**src/timer2_async_pkg.sv**
```systemverilog
// Shared constants and types for the asynchronous timer clocking block.
package timer2_async_pkg;

  // ==========================================================================
  // Register byte offsets
  localparam logic [7:0] ASYNC_STATUS_OFFSET = 8'h40;
  localparam logic [7:0] GENERAL_CTRL_OFFSET = 8'h44;
  localparam logic [7:0] COUNTER_OFFSET = 8'h48;
  localparam logic [7:0] COMPARE_A_OFFSET = 8'h4c;
  localparam logic [7:0] COMPARE_B_OFFSET = 8'h50;
  localparam logic [7:0] TIMER_CTRL_OFFSET = 8'h54;
  localparam logic [7:0] IRQ_FLAGS_OFFSET = 8'h58;
  localparam logic [7:0] IRQ_MASK_OFFSET = 8'h70;

  // ==========================================================================
  // Field positions
  localparam int ALT_PIN_BIT = 6;
  localparam int ASYNC_SEL_BIT = 5;
  localparam int EXT_CLK_BIT = 4;
  localparam int PRESCALER_RESET_BIT = 0;
  localparam int TOGGLE_A_BIT = 3;
  localparam int TOGGLE_B_BIT = 4;
  localparam int OVERFLOW_BIT = 0;
  localparam int COMPARE_A_BIT = 1;
  localparam int COMPARE_B_BIT = 2;
  localparam int BUSY_COUNTER = 0;
  localparam int BUSY_COMPARE_A = 1;
  localparam int BUSY_COMPARE_B = 2;
  localparam int BUSY_CONTROL = 3;

  // ==========================================================================
  // Reset values
  localparam logic [2:0] MASK_RESET = 3'h0;
  localparam logic [7:0] BYTE_RESET = 8'h00;
  localparam logic [4:0] CTRL_RESET = 5'h00;
  localparam logic [2:0] FLAGS_RESET = 3'h0;

  // ==========================================================================
  // Clock-select codes and prescaler
  localparam logic [2:0] CS_STOP = 3'h0;
  localparam logic [2:0] CS_DIV1 = 3'h1;
  localparam logic [2:0] CS_DIV8 = 3'h2;
  localparam logic [2:0] CS_DIV32 = 3'h3;
  localparam logic [2:0] CS_DIV64 = 3'h4;
  localparam logic [2:0] CS_DIV128 = 3'h5;
  localparam logic [2:0] CS_DIV256 = 3'h6;
  localparam int PRESCALE_W = 10;

  // ==========================================================================
  // Sleep mode codes
  localparam logic [2:0] SLEEP_IDLE = 3'h0;
  localparam logic [2:0] SLEEP_NOISE_REDUCTION = 3'h1;
  localparam logic [2:0] SLEEP_POWER_DOWN = 3'h2;
  localparam logic [2:0] SLEEP_POWER_SAVE = 3'h3;
  localparam logic [2:0] SLEEP_STANDBY = 3'h6;

  // ==========================================================================
  // Cycle counts
  localparam logic [2:0] STALL_CYCLES = 3'h4;
  localparam logic [1:0] TRANSFER_EDGES = 2'h2;
  localparam int FLAG_SYNC_STAGES = 2;

  typedef enum logic [1:0] {WAKE_RUN, WAKE_ARMED, WAKE_STALL, WAKE_VECTOR} wake_state_t;

endpackage : timer2_async_pkg

```
**src/timer_prescaler.sv**
```systemverilog
// Prescaler that divides the timer source tick by the selected ratio.
`timescale 1ns/1ns
`default_nettype none
module timer_prescaler
  import timer2_async_pkg::*;
#(
  parameter int WIDTH = timer2_async_pkg::PRESCALE_W
) (
  // Clock and reset
  input wire logic pclk,
  input wire logic presetn,
  // Control
  input wire logic src_tick,
  input wire logic clear,
  input wire logic [2:0] clock_sel,
  // Divided tick
  output logic count_tick
);

  typedef struct packed {
    logic [WIDTH-1:0] cnt;
  } pre_state_t;

  pre_state_t s_reg;
  pre_state_t s_next;

  // ==========================================================================
  // Tap selection
  function automatic logic [WIDTH-1:0] tap_mask(input logic [2:0] cs);
    case (cs)
      CS_DIV8: tap_mask = WIDTH'(10'h007);
      CS_DIV32: tap_mask = WIDTH'(10'h01f);
      CS_DIV64: tap_mask = WIDTH'(10'h03f);
      CS_DIV128: tap_mask = WIDTH'(10'h07f);
      CS_DIV256: tap_mask = WIDTH'(10'h0ff);
      default: tap_mask = WIDTH'(10'h3ff);
    endcase
  endfunction : tap_mask

  always_comb begin
    s_next = s_reg;
    count_tick = 1'b0;
    if (clock_sel == CS_DIV1) begin
      count_tick = src_tick;
    end else if (clock_sel != CS_STOP) begin
      count_tick = src_tick && ((s_reg.cnt & tap_mask(clock_sel)) == tap_mask(clock_sel));
    end
    if (clear) begin
      s_next.cnt = '0;
      count_tick = 1'b0;
    end else if (src_tick) begin
      s_next.cnt = s_reg.cnt + WIDTH'(1);
    end
  end

  always_ff @(posedge pclk or negedge presetn) begin
    if (!presetn) begin
      s_reg <= '0;
    end else begin
      s_reg <= s_next;
    end
  end

endmodule : timer_prescaler
`default_nettype wire

```
**src/timer2_async.sv**
```systemverilog
// Asynchronous clocking, prescaling, crossing and interrupt mask of the 8-bit timer.
//
// Function
// - Crystal runs in sleep except deep modes.
// - Deep-sleep wake-up clears counter, compares, control.
// - Wake-up starts on next timer tick.
// - Stall four cycles, then start vector.
// - Counter reads use copy updated per edge.
// - After power-save, old value until edge.
// - Flag crossing: three cycles plus one tick.
// - Compare pins change on timer tick only.
// - Default I/O clock; async bit selects pins.
// - Crystal mode enables oscillator, takes pins.
// - External clock on oscillator pin, crystal off.
// - Alternate pin clocks; crystal kept unless external.
// - Clock select: stop, 1, 8..1024.
// - Prescaler reset bit clears prescaler.
// - Mask bits 7..3 read zero.
// - Compare B request: mask, enable, flag.
// - Compare A request: mask, enable, flag.
// - Overflow request: mask, enable, flag.
// - Async writes land after two edges.
// - Overflow flag set; cleared by vector/write-one.
//
// The APB register port was chosen for this implementation.
`timescale 1ns/1ns
`default_nettype none
module timer2_async
  import timer2_async_pkg::*;
(
  // Clock and reset
  input wire logic pclk,
  input wire logic presetn,
  // APB slave
  input wire logic psel,
  input wire logic penable,
  input wire logic pwrite,
  input wire logic [7:0] paddr,
  input wire logic [31:0] pwdata,
  output logic [31:0] prdata,
  output logic pready,
  output logic pslverr,
  // Clock pins
  input wire logic osc_input_pin,
  input wire logic alternate_clock_pin,
  output logic osc_enable,
  output logic osc_input_taken,
  output logic osc_output_taken,
  output logic alt_pin_taken,
  // Compare output pins
  output logic compare_a_pin,
  output logic compare_b_pin,
  // Processor side
  input wire logic global_irq_enable,
  input wire logic [2:0] irq_ack,
  input wire logic sleep_active,
  input wire logic [2:0] sleep_mode,
  output logic [2:0] irq_request,
  output logic wake_request,
  output logic cpu_stall,
  output logic vector_start
);

  typedef struct packed {
    logic [31:0] prdata;
    logic pready;
    logic pslverr;
    logic [2:0] mask;
    logic async_sel;
    logic ext_sel;
    logic alt_sel;
    logic [7:0] counter;
    logic [7:0] copy;
    logic [7:0] comp_a;
    logic [7:0] comp_b;
    logic [4:0] ctrl;
    logic [7:0] tmp_counter;
    logic [7:0] tmp_comp_a;
    logic [7:0] tmp_comp_b;
    logic [4:0] tmp_ctrl;
    logic [3:0] pend;
    logic [3:0][1:0] pend_cnt;
    logic [2:0] flags;
    logic [FLAG_SYNC_STAGES-1:0][2:0] flag_pipe;
    logic osc_prev;
    logic alt_prev;
    logic psr_req;
    logic [2:0] irq;
    logic osc_en;
    logic osc_in_taken;
    logic osc_out_taken;
    logic alt_taken;
    logic cmp_a_pin;
    logic cmp_b_pin;
    logic sleep_prev;
    logic [2:0] sleep_mode_prev;
    wake_state_t wake;
    logic [2:0] stall_cnt;
    logic wake_req;
    logic stall;
    logic vec;
  } state_t;

  state_t s_reg;
  state_t s_next;

  logic osc_rise;
  logic alt_rise;
  logic async_edge;
  logic deep_sleep;
  logic undefined_sel;
  logic src_tick;
  logic count_tick;
  logic setup;
  logic wr;
  logic [3:0] commit;
  logic [2:0] events;
  logic [2:0] clr;
  logic [2:0] set_flags;
  logic [31:0] rdata;
  logic hit;
  logic [7:0] wbyte;

  // ==========================================================================
  // Source clock selection
  always_comb begin
    osc_rise = osc_input_pin && !s_reg.osc_prev;
    alt_rise = alternate_clock_pin && !s_reg.alt_prev;
    async_edge = s_reg.alt_sel ? alt_rise : osc_rise;
    deep_sleep = sleep_active && (sleep_mode == SLEEP_POWER_DOWN || sleep_mode == SLEEP_STANDBY);
    undefined_sel = !s_reg.async_sel && s_reg.ext_sel;
    if (undefined_sel) begin
      src_tick = 1'b0;
    end else if (s_reg.async_sel) begin
      src_tick = async_edge && !deep_sleep;
    end else begin
      src_tick = 1'b1;
    end
  end

  timer_prescaler #(
    .WIDTH(PRESCALE_W)
  ) u_prescaler (
    .pclk(pclk),
    .presetn(presetn),
    .src_tick(src_tick),
    .clear(s_reg.psr_req),
    .clock_sel(s_reg.ctrl[2:0]),
    .count_tick(count_tick)
  );

  // ==========================================================================
  // Register read decode
  always_comb begin
    rdata = 32'h0000_0000;
    hit = 1'b1;
    if (paddr == ASYNC_STATUS_OFFSET) begin
      rdata[ALT_PIN_BIT] = s_reg.alt_sel;
      rdata[ASYNC_SEL_BIT] = s_reg.async_sel;
      rdata[EXT_CLK_BIT] = s_reg.ext_sel;
      rdata[3:0] = s_reg.pend;
    end else if (paddr == GENERAL_CTRL_OFFSET) begin
      rdata = 32'h0000_0000;
    end else if (paddr == COUNTER_OFFSET) begin
      rdata[7:0] = s_reg.copy;
    end else if (paddr == COMPARE_A_OFFSET) begin
      rdata[7:0] = s_reg.comp_a;
    end else if (paddr == COMPARE_B_OFFSET) begin
      rdata[7:0] = s_reg.comp_b;
    end else if (paddr == TIMER_CTRL_OFFSET) begin
      rdata[4:0] = s_reg.ctrl;
    end else if (paddr == IRQ_FLAGS_OFFSET) begin
      rdata[2:0] = s_reg.flags;
    end else if (paddr == IRQ_MASK_OFFSET) begin
      rdata[2:0] = s_reg.mask;
    end else begin
      hit = 1'b0;
    end
  end

  // ==========================================================================
  // Next-state logic
  always_comb begin
    s_next = s_reg;
    setup = psel && penable && !s_reg.pready;
    wr = psel && penable && s_reg.pready && pwrite && !s_reg.pslverr;
    wbyte = pwdata[7:0];
    commit = 4'h0;
    events = 3'h0;
    clr = 3'h0;
    set_flags = 3'h0;

    // APB handshake with one wait state.
    s_next.pready = setup;
    s_next.pslverr = setup && !hit;
    if (setup) begin
      s_next.prdata = rdata;
    end

    s_next.osc_prev = osc_input_pin;
    s_next.alt_prev = alternate_clock_pin;
    s_next.psr_req = 1'b0;

    // Pending transfers count selected async source edges, then land.
    for (int i = 0; i < 4; i++) begin
      if (s_reg.pend[i] && async_edge) begin
        if (s_reg.pend_cnt[i] == TRANSFER_EDGES - 2'h1) begin
          commit[i] = 1'b1;
          s_next.pend[i] = 1'b0;
          s_next.pend_cnt[i] = 2'h0;
        end else begin
          s_next.pend_cnt[i] = s_reg.pend_cnt[i] + 2'h1;
        end
      end
    end

    // Counting on the divided timer tick.
    if (count_tick) begin
      s_next.counter = s_reg.counter + 8'h01;
      events[OVERFLOW_BIT] = s_reg.counter == 8'hff;
      if (s_reg.counter == s_reg.comp_a && !s_reg.pend[BUSY_COMPARE_A]) begin
        events[COMPARE_A_BIT] = 1'b1;
        if (s_reg.ctrl[TOGGLE_A_BIT]) begin
          s_next.cmp_a_pin = !s_reg.cmp_a_pin;
        end
      end
      if (s_reg.counter == s_reg.comp_b && !s_reg.pend[BUSY_COMPARE_B]) begin
        events[COMPARE_B_BIT] = 1'b1;
        if (s_reg.ctrl[TOGGLE_B_BIT]) begin
          s_next.cmp_b_pin = !s_reg.cmp_b_pin;
        end
      end
    end
    if (commit[BUSY_COUNTER]) begin
      s_next.counter = s_reg.tmp_counter;
    end
    if (commit[BUSY_COMPARE_A]) begin
      s_next.comp_a = s_reg.tmp_comp_a;
    end
    if (commit[BUSY_COMPARE_B]) begin
      s_next.comp_b = s_reg.tmp_comp_b;
    end
    if (commit[BUSY_CONTROL]) begin
      s_next.ctrl = s_reg.tmp_ctrl;
    end

    // Counter copy seen by the bus.
    if (!s_reg.async_sel) begin
      s_next.copy = s_reg.counter;
    end else if (osc_rise) begin
      s_next.copy = s_reg.counter;
    end

    // Register writes.
    if (wr) begin
      if (paddr == ASYNC_STATUS_OFFSET) begin
        s_next.alt_sel = wbyte[ALT_PIN_BIT];
        s_next.async_sel = wbyte[ASYNC_SEL_BIT];
        s_next.ext_sel = wbyte[EXT_CLK_BIT];
      end else if (paddr == GENERAL_CTRL_OFFSET) begin
        s_next.psr_req = wbyte[PRESCALER_RESET_BIT];
      end else if (paddr == COUNTER_OFFSET) begin
        if (s_reg.async_sel) begin
          s_next.tmp_counter = wbyte;
          s_next.pend[BUSY_COUNTER] = 1'b1;
          s_next.pend_cnt[BUSY_COUNTER] = 2'h0;
        end else begin
          s_next.counter = wbyte;
        end
      end else if (paddr == COMPARE_A_OFFSET) begin
        if (s_reg.async_sel) begin
          s_next.tmp_comp_a = wbyte;
          s_next.pend[BUSY_COMPARE_A] = 1'b1;
          s_next.pend_cnt[BUSY_COMPARE_A] = 2'h0;
        end else begin
          s_next.comp_a = wbyte;
        end
      end else if (paddr == COMPARE_B_OFFSET) begin
        if (s_reg.async_sel) begin
          s_next.tmp_comp_b = wbyte;
          s_next.pend[BUSY_COMPARE_B] = 1'b1;
          s_next.pend_cnt[BUSY_COMPARE_B] = 2'h0;
        end else begin
          s_next.comp_b = wbyte;
        end
      end else if (paddr == TIMER_CTRL_OFFSET) begin
        if (s_reg.async_sel) begin
          s_next.tmp_ctrl = wbyte[4:0];
          s_next.pend[BUSY_CONTROL] = 1'b1;
          s_next.pend_cnt[BUSY_CONTROL] = 2'h0;
        end else begin
          s_next.ctrl = wbyte[4:0];
        end
      end else if (paddr == IRQ_FLAGS_OFFSET) begin
        clr = wbyte[2:0];
      end else if (paddr == IRQ_MASK_OFFSET) begin
        s_next.mask = wbyte[2:0];
      end
    end

    // Flag crossing: tick-time events pass a pipeline in async mode.
    s_next.flag_pipe[0] = events;
    for (int k = 1; k < FLAG_SYNC_STAGES; k++) begin
      s_next.flag_pipe[k] = s_reg.flag_pipe[k-1];
    end
    set_flags = s_reg.async_sel ? s_reg.flag_pipe[FLAG_SYNC_STAGES-1] : events;
    clr = clr | irq_ack;
    s_next.flags = (s_reg.flags & ~clr) | set_flags;

    // Requests gated by mask and global enable.
    s_next.irq[COMPARE_B_BIT] = s_reg.mask[COMPARE_B_BIT] && global_irq_enable && s_reg.flags[COMPARE_B_BIT];
    s_next.irq[COMPARE_A_BIT] = s_reg.mask[COMPARE_A_BIT] && global_irq_enable && s_reg.flags[COMPARE_A_BIT];
    s_next.irq[OVERFLOW_BIT] = s_reg.mask[OVERFLOW_BIT] && global_irq_enable && s_reg.flags[OVERFLOW_BIT];

    // Oscillator and pin ownership.
    s_next.osc_en = s_reg.async_sel && !s_reg.ext_sel && !deep_sleep;
    s_next.osc_in_taken = s_reg.async_sel && !(s_reg.alt_sel && s_reg.ext_sel);
    s_next.osc_out_taken = s_reg.async_sel && !s_reg.ext_sel;
    s_next.alt_taken = s_reg.async_sel && s_reg.alt_sel;

    // Sleep tracking and deep-sleep wake-up loss.
    s_next.sleep_prev = sleep_active;
    s_next.sleep_mode_prev = sleep_mode;
    if (s_reg.sleep_prev && !sleep_active &&
        (s_reg.sleep_mode_prev == SLEEP_POWER_DOWN || s_reg.sleep_mode_prev == SLEEP_STANDBY)) begin
      s_next.counter = BYTE_RESET;
      s_next.copy = BYTE_RESET;
      s_next.comp_a = BYTE_RESET;
      s_next.comp_b = BYTE_RESET;
      s_next.ctrl = CTRL_RESET;
      s_next.pend = 4'h0;
      s_next.pend_cnt = '0;
    end

    // Wake-up sequence.
    s_next.wake_req = 1'b0;
    s_next.vec = 1'b0;
    case (s_reg.wake)
      WAKE_RUN: begin
        if (sleep_active && s_reg.async_sel &&
            (sleep_mode == SLEEP_POWER_SAVE || sleep_mode == SLEEP_NOISE_REDUCTION) &&
            global_irq_enable && ((s_reg.mask & (s_reg.flags | set_flags)) != 3'h0)) begin
          s_next.wake = WAKE_ARMED;
        end
      end
      WAKE_ARMED: begin
        if (src_tick) begin
          s_next.wake = WAKE_STALL;
          s_next.wake_req = 1'b1;
          s_next.stall = 1'b1;
          s_next.stall_cnt = STALL_CYCLES;
        end
      end
      WAKE_STALL: begin
        if (s_reg.stall_cnt == 3'h1) begin
          s_next.stall = 1'b0;
          s_next.vec = 1'b1;
          s_next.wake = WAKE_VECTOR;
        end
        s_next.stall_cnt = s_reg.stall_cnt - 3'h1;
      end
      default: begin
        s_next.wake = WAKE_RUN;
      end
    endcase
  end

  // ==========================================================================
  // State register
  always_ff @(posedge pclk or negedge presetn) begin
    if (!presetn) begin
      s_reg <= '0;
      s_reg.mask <= MASK_RESET;
      s_reg.flags <= FLAGS_RESET;
      s_reg.wake <= WAKE_RUN;
    end else begin
      s_reg <= s_next;
    end
  end

  // ==========================================================================
  // Outputs
  assign prdata = s_reg.prdata;
  assign pready = s_reg.pready;
  assign pslverr = s_reg.pslverr;
  assign osc_enable = s_reg.osc_en;
  assign osc_input_taken = s_reg.osc_in_taken;
  assign osc_output_taken = s_reg.osc_out_taken;
  assign alt_pin_taken = s_reg.alt_taken;
  assign compare_a_pin = s_reg.cmp_a_pin;
  assign compare_b_pin = s_reg.cmp_b_pin;
  assign irq_request = s_reg.irq;
  assign wake_request = s_reg.wake_req;
  assign cpu_stall = s_reg.stall;
  assign vector_start = s_reg.vec;

endmodule : timer2_async
`default_nettype wire

```
**config.mk**
```make
export PLATFORM = sky130hd
export DESIGN_NAME = timer2_async
export DESIGN_NICKNAME = d
export VERILOG_FILES = /design/src/timer2_async_pkg.sv /design/src/timer_prescaler.sv /design/src/timer2_async.sv
export SDC_FILE = /design/constraint.sdc
export NUM_CORES = 1
export LEC_CHECK = 0
export BUFFER_PORTS_ARGS = -buffer_cell sky130_fd_sc_hd__buf_2
export CORE_UTILIZATION = 62
export DETAILED_ROUTE_END_ITERATION = 16
export PLACE_DENSITY = 0.9
export SLEW_MARGIN = 30
export SYNTH_ARGS = -nofsm -noshare
export SYNTH_HDL_FRONTEND = slang
export SYNTH_HIERARCHICAL = 1
export SYNTH_SLANG_ARGS = --single-unit
```
**constraint.sdc**
```tcl
create_clock -name pclk -period 4.2 [get_ports pclk]
set_input_delay 0.42 -clock pclk [delete_from_list [all_inputs] [get_ports pclk]]
set_output_delay 0.42 -clock pclk [all_outputs]
set_load 0.01 [all_outputs]
```
=== Word-level counts from Yosys, hierarchy flattened ===
Index checks and enable logic that the tools add are counted.

* Register bits: 161
* Input port bits: 55

* Add/sub/neg operators: 7
* Equal/unequal tests: 35
* Mux-type cells: 132
* Bitwise operators: 14
* Reduce and logical (&&, ||, !) cells: 68

{| class="wikitable"
|+ Operator list
! kind !! count
|-
| 2-to-1 mux 8 bit || 24
|-
| 2-to-1 mux 62 bit || 3
|-
| equality test 8 x 7 -> 1 bit (second input constant) || 8
|-
| case mux 10 bit (5 select lines) || 1
|-
| 2-to-1 mux 1 bit || 44
|-
| 2-to-1 mux 2 bit || 21
|-
| 2-to-1 mux 3 bit || 14
|-
| 2-to-1 mux 10 bit || 4
|-
| 2-to-1 mux 37 bit || 1
|-
| logical AND 1 bit || 35
|-
| 2-to-1 mux 5 bit || 5
|-
| 2-to-1 mux 24 bit || 1
|-
| 2-to-1 mux 6 bit || 4
|-
| 2-to-1 mux 21 bit || 1
|-
| equality test 8 bit || 2
|-
| equality test 3 x 2 -> 1 bit (second input constant) || 5
|-
| equality test 3 bit (second input constant) || 5
|-
| 2-to-1 mux 15 bit || 1
|-
| logical NOT 1 bit || 14
|-
| 2-to-1 mux 7 bit || 2
|-
| 2-to-1 mux 13 bit || 1
|-
| 2-to-1 mux 12 bit || 1
|-
| AND reduction 3 bit || 4
|-
| adder 10 x 1 -> 10 bit (second input constant) || 1
|-
| 30 further kinds || 54
|}

=== Longest topological paths before layout ===
Gate-level depths: netlist of the first run.

* Word-level depth: 19
* Mapped depth: 12
* Depth with buffers taken out: 10

=== Modules after synthesis ===
The synthesis of the first run kept the hierarchy.

{| class="wikitable"
|+ By module, submodules not included
! module !! times used !! cells each !! area each (µm²) !! seq. area each (µm²)
|-
| timer2_async || 1 || 595 || 6468.7 || 3153.0
|-
| timer_prescaler || 1 || 57 || 553.0 || 250.2
|}

=== Least setup slack after synthesis of the first run ===
Ideal clock, no wire load.

* Kind: register to register
* Start point: register s_reg[111] in the netlist's numbering
* End point: register s_reg[6] in the netlist's numbering
* Setup time: 88 ps
* Arrival: 2500 ps
* Required time: 4112 ps
* Path slack: 1611 ps
* Stages on the path, launching flop included: 13
* Path buffers: 2
* Clock period less this slack: 2589 ps
* Cell sequence: dfrtp_1 nor3b_1 o211a_1 or2_2 buf_4 nand4b_1 a21oi_1 buf_2 nor2b_1 nand4_1 nor4_1 nand3b_1 a41oi_1

* Cells in the longest elaborated chain, start to end: 16
* Elaborated cells on any way between the ends: 17
* Those cells by class: eq/ne: 2; mux: 8; bitwise: 2; reduce/logical: 5

{| class="wikitable"
|+ RTL lines
! item !! RTL line !! text
|-
| start, declared || timer2_async.sv:104 || <nowiki>state_t s_reg;</nowiki>
|-
| start signal, assigned || timer2_async.sv:377 || <nowiki>s_reg <= s_next;</nowiki>
|-
| 2-to-1 mux 1 bit (*) || timer2_async.sv:129 || <nowiki>async_edge = s_reg.alt_sel ? alt_rise : osc_rise;</nowiki>
|-
| logical AND 1 bit (*) || timer2_async.sv:135 || <nowiki>src_tick = async_edge && !deep_sleep;</nowiki>
|-
| 2-to-1 mux 1 bit (*) || timer2_async.sv:134 || <nowiki>end else if (s_reg.async_sel) begin</nowiki>
|-
| 2-to-1 mux 1 bit (*) || timer2_async.sv:132 || <nowiki>if (undefined_sel) begin</nowiki>
|-
| via src_tick || timer2_async.sv:112 || <nowiki>logic src_tick;</nowiki>
|-
| logical AND 1 bit || timer_prescaler.sv:46 || <nowiki>count_tick = src_tick && ((s_reg.cnt & tap_mask(clock_sel)) == tap_mask(clock_sel));</nowiki>
|-
| 2-to-1 mux 1 bit || timer_prescaler.sv:45 || <nowiki>end else if (clock_sel != CS_STOP) begin</nowiki>
|-
| 2-to-1 mux 1 bit (*) || timer_prescaler.sv:43 || <nowiki>if (clock_sel == CS_DIV1) begin</nowiki>
|-
| [1 not listed] || n/a ||
|-
| via count_tick || timer2_async.sv:113 || <nowiki>logic count_tick;</nowiki>
|-
| [1 not listed] || n/a ||
|-
| via events[2] || timer2_async.sv:117 || <nowiki>logic [2:0] events;</nowiki>
|-
| 2-to-1 mux 3 bit (*) || timer2_async.sv:306 || <nowiki>set_flags = s_reg.async_sel ? s_reg.flag_pipe[FLAG_SYNC_STAGES-1] : events;</nowiki>
|-
| OR 3 bit (*) || timer2_async.sv:342 || <nowiki>global_irq_enable && ((s_reg.mask & (s_reg.flags | set_flags)) != 3'h0)) begin</nowiki>
|-
| bitwise AND 3 bit (*) || timer2_async.sv:342 ||
|-
| nonzero test 3 bit (*) || timer2_async.sv:342 ||
|-
| logical AND 1 bit (*) || timer2_async.sv:342 ||
|-
| inequality test 2 bit (no line) (*) || n/a ||
|-
| AND reduction 3 bit (no line) (*) || n/a ||
|}

Mark *: on every way through the listed nets, which the timed path passes. The rest lies on a longest branch.
A chain may end at the register's enable or synchronous reset.

=== Final worst setup path of the first run ===
* Start point: register s_reg[111] in the netlist's numbering
* End point: register s_reg[6] in the netlist's numbering

* Cells in the longest elaborated chain, start to end: 16
* Elaborated cells on any way between the ends: 17
* Those cells by class: eq/ne: 2; mux: 8; bitwise: 2; reduce/logical: 5

{| class="wikitable"
|+ RTL lines
! item !! RTL line !! text
|-
| 2-to-1 mux 1 bit (*) || timer2_async.sv:129 ||
|-
| logical AND 1 bit (*) || timer2_async.sv:135 ||
|-
| 2-to-1 mux 1 bit (*) || timer2_async.sv:134 ||
|-
| 2-to-1 mux 1 bit (*) || timer2_async.sv:132 ||
|-
| via src_tick || timer2_async.sv:112 ||
|-
| logical AND 1 bit || timer_prescaler.sv:46 ||
|-
| 2-to-1 mux 1 bit || timer_prescaler.sv:45 ||
|-
| 2-to-1 mux 1 bit (*) || timer_prescaler.sv:43 ||
|-
| [1 not listed] || n/a ||
|-
| via count_tick || timer2_async.sv:113 ||
|-
| 2-to-1 mux 3 bit (*) || timer2_async.sv:218 || <nowiki>if (count_tick) begin</nowiki>
|-
| 2-to-1 mux 3 bit (*) || timer2_async.sv:306 ||
|-
| OR 3 bit (*) || timer2_async.sv:342 ||
|-
| bitwise AND 3 bit (*) || timer2_async.sv:342 ||
|-
| nonzero test 3 bit (*) || timer2_async.sv:342 ||
|-
| logical AND 1 bit (*) || timer2_async.sv:342 ||
|-
| inequality test 2 bit (no line) (*) || n/a ||
|-
| AND reduction 3 bit (no line) (*) || n/a ||
|}

Marks and branches as above.

==> flow_metrics.env, run 1 <==
export IMPL_die_area_um2=11750
export IMPL_r2r_cells=11
export IMPL_via_per_inst=6.446
export IMPL_finalHoldViolCount=0
export IMPL_hp_class="input pin to asynchronous set/reset pin"
export IMPL_vias=5376
export IMPL_dieWidth_um=108.4
export IMPL_fin_worst_skew_ns=0.006216
export IMPL_maxCapViolCount=0
export IMPL_syn_area_um2=7022
export IMPL_gp_congestion=0.8840
export IMPL_crit_chain="nor3b_1 -> o211a_1 -> or2_2 -> nand4b_1 -> a21oi_1 -> buf_4 -> and4_1 -> nand3_1 -> o31ai_1 -> o21ai_0 -> a41oi_1"
export IMPL_cp_arrival_ns=3.68
export IMPL_synth_largest_area_cell="dfrtp_1"
export IMPL_placed_area_um2=7139
export IMPL_clockBufferDepth=2
export IMPL_slowest_delay_ns=0.52
export IMPL_post_cts_buffers=0
export IMPL_first_pass_iters=6
export IMPL_slowest_stage="o31ai_1"
export IMPL_cp_start_kind="register"
export IMPL_finalWirelength_um=17690
export IMPL_globalRouteTotalUtil_pct=32.02
export IMPL_holdBufCountCts=0
export IMPL_cts_buffers=17
export IMPL_io_pin_count=101
export IMPL_cts_max_level=4
export IMPL_multi_input_area_um2=3214
export IMPL_slew_viol_final=0
export IMPL_worst_setup_path_end_kind="register"
export IMPL_rsz0062_at_grt="no"
export IMPL_start_util_pct=64.21
export IMPL_powerDensity_nw_per_um2=415.7
export IMPL_slew_headroom_pct=46.84
export IMPL_worst_pin_slew_ns=0.7933
export IMPL_insertion_delay_ns=0.42
export IMPL_finalNetCount=739
export IMPL_p_total_mw=3.227
export IMPL_postCtsResizedCells=0
export IMPL_avgSynthCellArea_um2=10.77
export IMPL_dpl_worst_slack_ns=0.8545
export IMPL_core_region_area_um2=10940
export IMPL_drtAntennaViolNets=0
export IMPL_path_clk_slew_ns=0.06
export IMPL_setup_viol=0
export IMPL_worst_slack_ns=0.8508
export IMPL_fin_crit_sh_pct=79.74
export IMPL_synthCells=652
export IMPL_rows=38
export IMPL_port_buffers=52
export IMPL_drcViolationCount=0
export IMPL_synth_edf_count=0
export IMPL_tns_ns=0
export IMPL_ys_seq_area_share_pct=48.47
export IMPL_synth_ff_type="dfrtp_1"
export IMPL_final_min_clock_period_ns=3.349
export IMPL_crit_type="register to register"
export IMPL_root_buffer="clkbuf_16"
export IMPL_yosysMostFrequentCell="dfrtp_1"
export IMPL_ir_drop_v=0.0005392
export IMPL_ys_types=79
export IMPL_antenna_found_initial=1
export IMPL_wire_per_inst_um=21.21
export IMPL_grt_pass1_wl_um=27750
export IMPL_synth_top_cell_area_share_pct=48.47
export IMPL_seq_area_um2=3403
export IMPL_dp_hpwl_um=11720
export IMPL_synthTopCellsByArea="dfrtp_1 (48%), mux2i_1 (4.8%), mux2_2 (4.8%)"
export IMPL_yosysWarnings=6
export IMPL_outcome="complete, no violations"
export IMPL_async_flop_share_pct=100.0
export IMPL_grt_overflow=0
export IMPL_drt_iter0_drc=546
export IMPL_fp_dieH_um=108.4
export IMPL_largest_reg_flops=101
export IMPL_final_core_util_pct=70.98
export IMPL_power_leakage_nw=3.917
export IMPL_ys_ff_latch=136
export IMPL_numClockSinks=136
export IMPL_synthTopCellsByCount="dfrtp_1 (136), nand2_1 (66), nor2_1 (42)"
export IMPL_first_global_vias=5298
export IMPL_final_area_um2=7762
export IMPL_drive_above_1_share_pct=21.79
export IMPL_nFillCells=723
export IMPL_max_freq_ghz=0.2986
export IMPL_grt_max_degree=83
export IMPL_cp_max_fo=8
export IMPL_area_growth_syn_to_layout_pct=10.55
export IMPL_cp_required_ns=4.53
export IMPL_tritoncts="done"
[cell families after synthesis]
kind of cell,synth area share (%)
simple gates,15.61
flops,48.47
compound gates,12.12
buf+inv,7.448
mux,10.73
xor+xnor,4.864
fa+ha+maj,0.7128
other cells,0.05341
[final cells by class]
cell class	instances	share of cell area (%)
multi-input combinational	456	41.41
sequential	136	43.84
timing repair buffer	57	4.030
inverter	12	0.5803
tap	140	2.257
clock inverter	8	1.515
clock buffer	24	6.335
antenna	1	0.03224
[power by group]
| group | switching [mW] | leakage [nW] | total [mW] | internal, mW |
|---|---|---|---|---|
| Clock | 0.540 | 0.300 | 1.53 | 0.992 |
| Sequential | 0.0596 | 1.85 | 1.43 | 1.37 |
| Combinational | 0.171 | 1.76 | 0.269 | 0.0980 |
[layer usage]
layer | track usage (%) | routed length [um]
met3 | 9.765 | 1609
met4 | 16.70 | 686
met1 | 39.36 | 6850
met5 | 0 | 0
met2 | 50.81 | 8544
[stage by stage]
step           cells  hold WS, ns
4_1_cts          833      0.06284
3_3_place_gp     801       0.3312
6_report         834      0.04693
2_1_floorplan    675       0.1244
5_1_grt          834       0.1064
3_5_place_dp     801       0.3395
[layout by cell type (no fill, tap or decap), types with 5 or more instances in the layout]
cell type  synthesis  routed
a211o_1            6       6
nand3_1           16      16
mux2i_1           34      34
inv_1             12      12
xnor2_1           23      23
buf_2             10      51
o221ai_1           5       5
o211ai_1           8       8
clkbuf_16          0      17
nand2_1           66      66
and2_1             5       5
and3_1             9       9
a21oi_1           31      31
buf_4             39       5
a22o_1             8       8
o21a_1             5       5
dfrtp_1          136     136
o21ai_0           22      22
a211oi_1           7       7
mux2_4             5       5
nand4_1            5       5
nor2_1            42      41
mux2_2            30      30
conb_1             1      24
xor2_1            16      16
[critical path: cells and delay by family, from the launching register on]
kind / cells / cell delay (ns)
and+or+nand+nor: 5 / 1.26
AOI/OAI and AO/OA: 5 / 1.37
buffers and inverters: 1 / 0.18
DFF: 1 / 0.44
[worst paths after layout]
check | start | to | slack (ns)
max reg2reg | s_reg[111] | s_reg[6] | 0.85
min reg2reg | s_next[29] | s_reg[29] | 0.36
min | presetn | s_reg[3] | 0.05
min in group pclk | alternate_clock_pin | s_reg[22] | 0.13
max | s_reg[111] | s_reg[6] | 0.85
max in group asynchronous | presetn | s_reg[36] | 3.29
(Power assumes the default switching activity.)
==> inputs of run 2 (changes only) <==
CORE_UTILIZATION = 52   (was 62)
PLACE_DENSITY = 0.81   (was 0.9)
clock period = 2.9 ns   (was 4.2 ns; I/O delays follow)
==> run 2 against run 1 <==
Design area rose by 2.2%. Sequential power increased by 44%. Via count fell by 1.5%. Wire length fell by 1.9%. Power grew 47%. Cell count grew 5.8%. Clock skew up 0.00086 ns. Global-route usage fell by 6.0 points. Highest routed layer unchanged.
==> flow_metrics.env, run 2 (synthesized netlist as in run 1, its figures left out) <==
export IMPL_outcome="complete, no violations"
export IMPL_ir_drop_v=0.0004417
export IMPL_diodes=0
export IMPL_via_per_inst=6.006
export IMPL_max_freq_ghz=0.3630
export IMPL_gp_congestion=0.9195
export IMPL_crit_family="simple AND/OR/NAND/NOR gates"
export IMPL_p_switching_mw=1.117
export IMPL_tritoncts="done"
export IMPL_finalHoldViolCount=0
export IMPL_io_pin_count=101
export IMPL_fin_worst_skew_ns=0.007076
export IMPL_start_util_pct=53.23
export IMPL_antenna_found_initial=0
export IMPL_insertion_delay_ns=0.42
export IMPL_drcViolationCount=0
export IMPL_p_int_mw=3.626
export IMPL_path_common_cell="buf_4"
export IMPL_p_clk_share_pct=48.1
export IMPL_seq_area_um2=3403
export IMPL_drive_above_1_share_pct=22.95
export IMPL_crit_type="register to register"
export IMPL_path_depth=12
export IMPL_dpl_worst_slack_ns=0.1028
export IMPL_dieWidth_um=118.2
export IMPL_globalRouteTotalUtil_pct=26.05
export IMPL_grt_max_degree=78
export IMPL_cp_required_ns=3.23
export IMPL_r2r_slack_ns=0.14
export IMPL_cp_startpoint="s_reg[111]"
export IMPL_combPwrFrac_pct=8.5
export IMPL_power_switching_share_pct=23.55
export IMPL_grt_overflow=0
export IMPL_cp_start_kind="register"
export IMPL_cts_buffers=17
export IMPL_slowest_delay_ns=0.45
export IMPL_area_growth_syn_to_layout_pct=13.01
export IMPL_slowest_stage="dfrtp_1"
export IMPL_grt_pass1_wl_um=27770
export IMPL_worst_pin_slew_ns=0.7382
export IMPL_rsz0062_at_grt="no"
export IMPL_fp_dieH_um=118.2
export IMPL_cp_max_fo=7
export IMPL_drtAntennaViolNets=0
export IMPL_clockBufferDepth=2
export IMPL_hp_start="sleep_mode[0]"
export IMPL_mostFrequentLayoutCell="dfrtp_1"
export IMPL_drt_iter0_drc=561
export IMPL_largest_reg_flops=101
export IMPL_finalNetCount=753
export IMPL_whs_ns=0.02699
export IMPL_slew_viol_final=0
export IMPL_path_clk_slew_ns=0.06
export IMPL_root_buffer="clkbuf_16"
export IMPL_r2r_cells=12
export IMPL_final_cell_mix="dfrtp_1 (136), nand2_1 (66), buf_2 (51)"
export IMPL_min_path_cells=1
export IMPL_post_cts_buffers=0
export IMPL_dp_hpwl_um=12220
export IMPL_core_region_area_um2=13190
export IMPL_numClockSinks=136
export IMPL_multi_input_area_um2=3213
export IMPL_crit_chain="nor3b_2 -> o211a_1 -> or2_2 -> nand4b_1 -> a21oi_2 -> buf_4 -> nor2b_1 -> nand4_1 -> nor4_1 -> buf_4 -> nand3b_1 -> a41oi_1"
export IMPL_setup_viol=0
export IMPL_powerDensity_nw_per_um2=597.6
export IMPL_wire_per_inst_um=19.68
export IMPL_tns_ns=0
export IMPL_hp_class="input pin to register"
export IMPL_cts_max_level=4
export IMPL_slew_headroom_pct=50.50
export IMPL_r2r_start="s_reg[111]"
export IMPL_cp_arrival_ns=3.09
export IMPL_first_global_vias=5349
export IMPL_first_pass_iters=6
export IMPL_final_min_clock_period_ns=2.755
export IMPL_seqPwrFrac_pct=43.4
export IMPL_rows=42
export IMPL_nFillCells=1007
export IMPL_path_buf_inv=2
export IMPL_die_area_um2=13970
export IMPL_fin_crit_sh_pct=95.00
export IMPL_port_buffers=52
export IMPL_worst_setup_path_end_kind="register"
export IMPL_maxCapViolCount=0
export IMPL_power_leakage_nw=3.996
export IMPL_vias=5297
export IMPL_worst_slack_ns=0.1449
export IMPL_finalWirelength_um=17360
-- run 2: cell count changes in the layout (fill, tap and decap cells not counted), sizes merged --
cell | before | now
diode | 1 | 0
bufinv | 3 | 4
clkbuf | 24 | 23
clkinvlp | 1 | 0
buf | 57 | 67
dlygate4sd3 | 0 | 4
-- run 2: metal layers --
metal	track usage (%)	share of wire [%]
met2	43.90	51
met1	31.75	39
met5	0	0
met3	5.936	6.5
met4	12.02	3.4
-- run 2: worst reg2reg max path: stages (launching register included) --
cell and delay [ns]:
dfrtp_1 0.45, nor3b_2 0.29, o211a_1 0.25, or2_2 0.14, nand4b_1 0.13, a21oi_2 0.21
buf_4 0.18, nor2b_1 0.13, nand4_1 0.10, nor4_1 0.31, buf_4 0.18, nand3b_1 0.08
a41oi_1 0.21
-- run 2: metrics by stage --
stage	power, mW	std cells	util, %	cell area (um2)
2_1_floorplan	2.359	675	-	7108
3_3_place_gp	2.452	847	55.02	7257
3_5_place_dp	2.475	847	55.02	7257
4_1_cts	4.753	882	60.04	7919
5_1_grt	4.895	882	60.16	7935
6_report	4.742	882	60.16	7935
-- run 2: path summary, 6_finish.rpt --
| kind | end |
|---|---|
| setup / recovery | s_reg[6] |
| hold / removal | s_reg[8] |
| setup reg to reg | s_reg[6] |
| hold reg to reg | s_reg[28] |
| max in group asynchronous | s_reg[38] |
| min in group asynchronous | u_prescaler/s_reg[8] |
-- run 2: cell type report --
class                           instances  share of cell area, %
Sequential cell                       136                  42.89
Multi-Input combinational cell        456                  40.49
Clock buffer                           23                  6.023
Timing Repair Buffer                   71                  5.440
Tap cell                              176                  2.775
Clock inverter                          8                  1.813
Inverter                               12                 0.5676
-- run 2: what timing repair did --
action	in CTS	in global routing
gates resized for setup	0	3
hold buffers	4	0
setup endpoints to repair	0	5
hold endpoints to repair	78	0
-- run 2: power groups by stage --
stage | Combinational (mW) | Clock (mW) | Sequential [mW]
6_report | 0.403 | 2.28 | 2.06
5_1_grt | 0.441 | 2.38 | 2.07
4_1_cts | 0.399 | 2.30 | 2.06
3_5_place_dp | 0.388 | 0 | 2.09
3_3_place_gp | 0.369 | 0 | 2.08
2_1_floorplan | 0.292 | 0 | 2.07
==> inputs of run 3 (changes only) <==
ABC_AREA = 1   (was not set)
==> run 3 against run 2 <==
Sequential share of layout area down 0.74 points. Clock skew is 0.0010 ns higher. Sequential power up 2%. Synthesized cell count increased by 30%. Combinational power up 29%. Die area is 0.58% lower. Critical path depth increased by 13. Design area increased by 1.8%.
==> flow_metrics.env, run 3 <==
export IMPL_ys_types=46
export IMPL_setup_viol=0
export IMPL_largest_reg_flops=101
export IMPL_fp_dieH_um=117.9
export IMPL_tritoncts="done"
export IMPL_seq_area_um2=3403
export IMPL_grt_use_met2_pct=43.82
export IMPL_grt_busiest_layer="met2"
export IMPL_slew_viol_final=0
export IMPL_p_clk_share_pct=48.0
export IMPL_port_buffers=52
export IMPL_path_clk_slew_ns=0.06
export IMPL_final_cell_mix="nand2_1 (160), dfrtp_1 (136), inv_1 (105)"
export IMPL_drcViolationCount=0
export IMPL_yosysWarnings=6
export IMPL_p_int_mw=3.753
export IMPL_worst_setup_path_end_kind="register"
export IMPL_dpl_worst_slack_ns=0.08194
export IMPL_seqPwrFrac_pct=41.6
export IMPL_ys_ff_latch=136
export IMPL_synthTopCellsByCount="nand2_1 (162), dfrtp_1 (136), inv_1 (108)"
export IMPL_path_common_cell="nand2_1"
export IMPL_cp_max_fo=5
export IMPL_p_switching_mw=1.284
export IMPL_rows=41
export IMPL_ir_drop_v=0.0004449
export IMPL_gp_congestion=0.9453
export IMPL_io_pin_count=101
export IMPL_die_area_um2=13890
export IMPL_final_min_clock_period_ns=2.767
export IMPL_slowest_stage="dfrtp_1"
export IMPL_root_buffer="clkbuf_16"
export IMPL_cp_arrival_ns=3.13
export IMPL_crit_family="simple AND/OR/NAND/NOR gates"
export IMPL_power_switching_share_pct=25.48
export IMPL_insertion_delay_ns=0.43
export IMPL_grt_overflow=0
export IMPL_globalRouteTotalUtil_pct=28.04
export IMPL_hp_class="input pin to register"
export IMPL_syn_area_um2=6980
export IMPL_dp_hpwl_um=12800
export IMPL_antenna_found_initial=0
export IMPL_core_region_area_um2=12880
export IMPL_drt_iter0_drc=693
export IMPL_use_met1_pct=36.29
export IMPL_yosysMostFrequentCell="nand2_1"
export IMPL_async_flop_share_pct=100.0
export IMPL_synth_largest_area_cell="dfrtp_1"
export IMPL_fin_worst_skew_ns=0.008103
export IMPL_gr_usage_met3_pct=6.202
export IMPL_first_pass_iters=6
export IMPL_synth_edf_count=0
export IMPL_fin_crit_sh_pct=95.41
export IMPL_diodes=0
export IMPL_synth_top_cell_area_share_pct=48.75
export IMPL_grt_pass1_wl_um=30180
export IMPL_avgSynthCellArea_um2=8.241
export IMPL_first_global_vias=5989
export IMPL_cp_required_ns=3.26
export IMPL_path_buf_inv=4
export IMPL_synthCells=847
export IMPL_max_freq_ghz=0.3614
export IMPL_tns_ns=0
export IMPL_slew_headroom_pct=54.15
export IMPL_vias=6190
export IMPL_slowest_delay_ns=0.38
export IMPL_drtAntennaViolNets=0
export IMPL_numClockSinks=136
export IMPL_area_growth_syn_to_layout_pct=15.67
export IMPL_dieWidth_um=117.9
export IMPL_cts_buffers=17
export IMPL_finalNetCount=968
export IMPL_rsz0062_at_grt="yes"
export IMPL_via_per_inst=5.658
export IMPL_cts_max_level=4
export IMPL_finalWirelength_um=18760
export IMPL_synth_ff_type="dfrtp_1"
export IMPL_worst_pin_slew_ns=0.6826
export IMPL_p_total_mw=5.037
export IMPL_finalHoldViolCount=0
export IMPL_power_leakage_nw=4.103
export IMPL_clockBufferDepth=2
export IMPL_mostFrequentLayoutCell="nand2_1"
export IMPL_start_util_pct=54.21
export IMPL_crit_type="register to register"
export IMPL_combPwrFrac_pct=10.3
export IMPL_multi_input_area_um2=2903
export IMPL_nFillCells=1065
export IMPL_cp_start_kind="register"
export IMPL_ys_seq_area_share_pct=48.75
export IMPL_grt_max_degree=65
export IMPL_maxCapViolCount=0
export IMPL_synthTopCellsByArea="dfrtp_1 (49%), nand2_1 (8.7%), o21ai_0 (6.0%)"
export IMPL_worst_slack_ns=0.1330
export IMPL_drive_above_1_share_pct=16.81
export IMPL_outcome="complete, no violations"
export IMPL_wire_per_inst_um=17.15
export IMPL_powerDensity_nw_per_um2=623.8
run 3: changes by cell type in the layout (fill, tap and decap cells not counted), moves of 12 or more:
| cell | previous run | this run |
|---|---|---|
| a21oi_1 | 30 | 62 |
| inv_1 | 12 | 105 |
| mux2_2 | 30 | 0 |
| mux2i_1 | 34 | 3 |
| nand2_1 | 66 | 160 |
| nand3_1 | 16 | 28 |
| nor2_1 | 41 | 82 |
| o21ai_0 | 22 | 81 |
| o21ai_1 | 1 | 15 |
| xnor2_1 | 23 | 2 |
run 3: through the flow:
stage | instances | util (%) | hold slack, ns | cell area, um2
floorplan | 870 | - | -0.005591 | 7067
global placement | 1054 | 56.62 | 0.3109 | 7291
detailed placement | 1054 | 56.62 | 0.3157 | 7291
CTS | 1090 | 62.11 | 0.01633 | 7998
global route | 1094 | 62.71 | 0.02179 | 8074
finish | 1094 | 62.71 | 0.02923 | 8074
run 3: path summary, 6_finish.rpt:
check | startpoint | endpoint | slack [ns] | cells after the start
setup reg to reg | s_reg[22] | s_reg[6] | 0.13 | 25
max in group asynchronous | presetn | s_reg[39] | 1.72 | 3
min in group asynchronous | presetn | u_prescaler/s_reg[3] | 0.41 | 2
hold / removal | sleep_mode[0] | s_reg[8] | 0.03 | 1
hold reg to reg | s_next[28] | s_reg[28] | 0.36 | 0
setup / recovery | s_reg[22] | s_reg[6] | 0.13 | 25
run 3: area by class of cell:
class	count	area share, %
timing repair buffer	74	5.687
clock inverter	9	1.968
clock buffer	23	6.292
sequential	136	42.15
multi-input combinational	567	35.95
inverter	113	5.284
tap	172	2.665
run 3: what timing repair did:
item                                   in CTS  in global routing
gates resized for setup                     0                 18
setup endpoints to repair                   0                  5
hold buffers                                4                  0
endpoints found under the hold margin      65                  0
buffers inserted                            0                  5
run 3: cell families (layout without fill, tap and decap cells):
family / after synthesis / in the layout / synth area share (%)
and+or+nand+nor: 337 / 337 / 22.41
AOI/OAI and AO/OA: 191 / 191 / 15.15
buffers and inverters: 167 / 219 / 11.49
DFF: 136 / 136 / 48.75
xor gates and xnor gates: 8 / 8 / 1.004
adders and majority gates: 4 / 4 / 0.7170
muxes: 3 / 3 / 0.4302
other: 1 / 24 / 0.05372
run 3: power groups by stage:
| stage | clock network, mW | registers, mW | logic [mW] |
|---|---|---|---|
| 2_1_floorplan | 0 | 2.10 | 0.375 |
| 4_1_cts | 2.42 | 2.09 | 0.511 |
| 3_3_place_gp | 0 | 2.12 | 0.485 |
| 6_report | 2.42 | 2.10 | 0.520 |
| 5_1_grt | 2.50 | 2.11 | 0.592 |
| 3_5_place_dp | 0 | 2.12 | 0.504 |
run 3: per-layer routing:
metal | part of all wire, % | vias to the layer above
met4 | 4.0 | 0
met3 | 8.7 | 71
met2 | 46 | 346
li1 | - | 2822
met1 | 41 | 2951
met5 | 0 | -
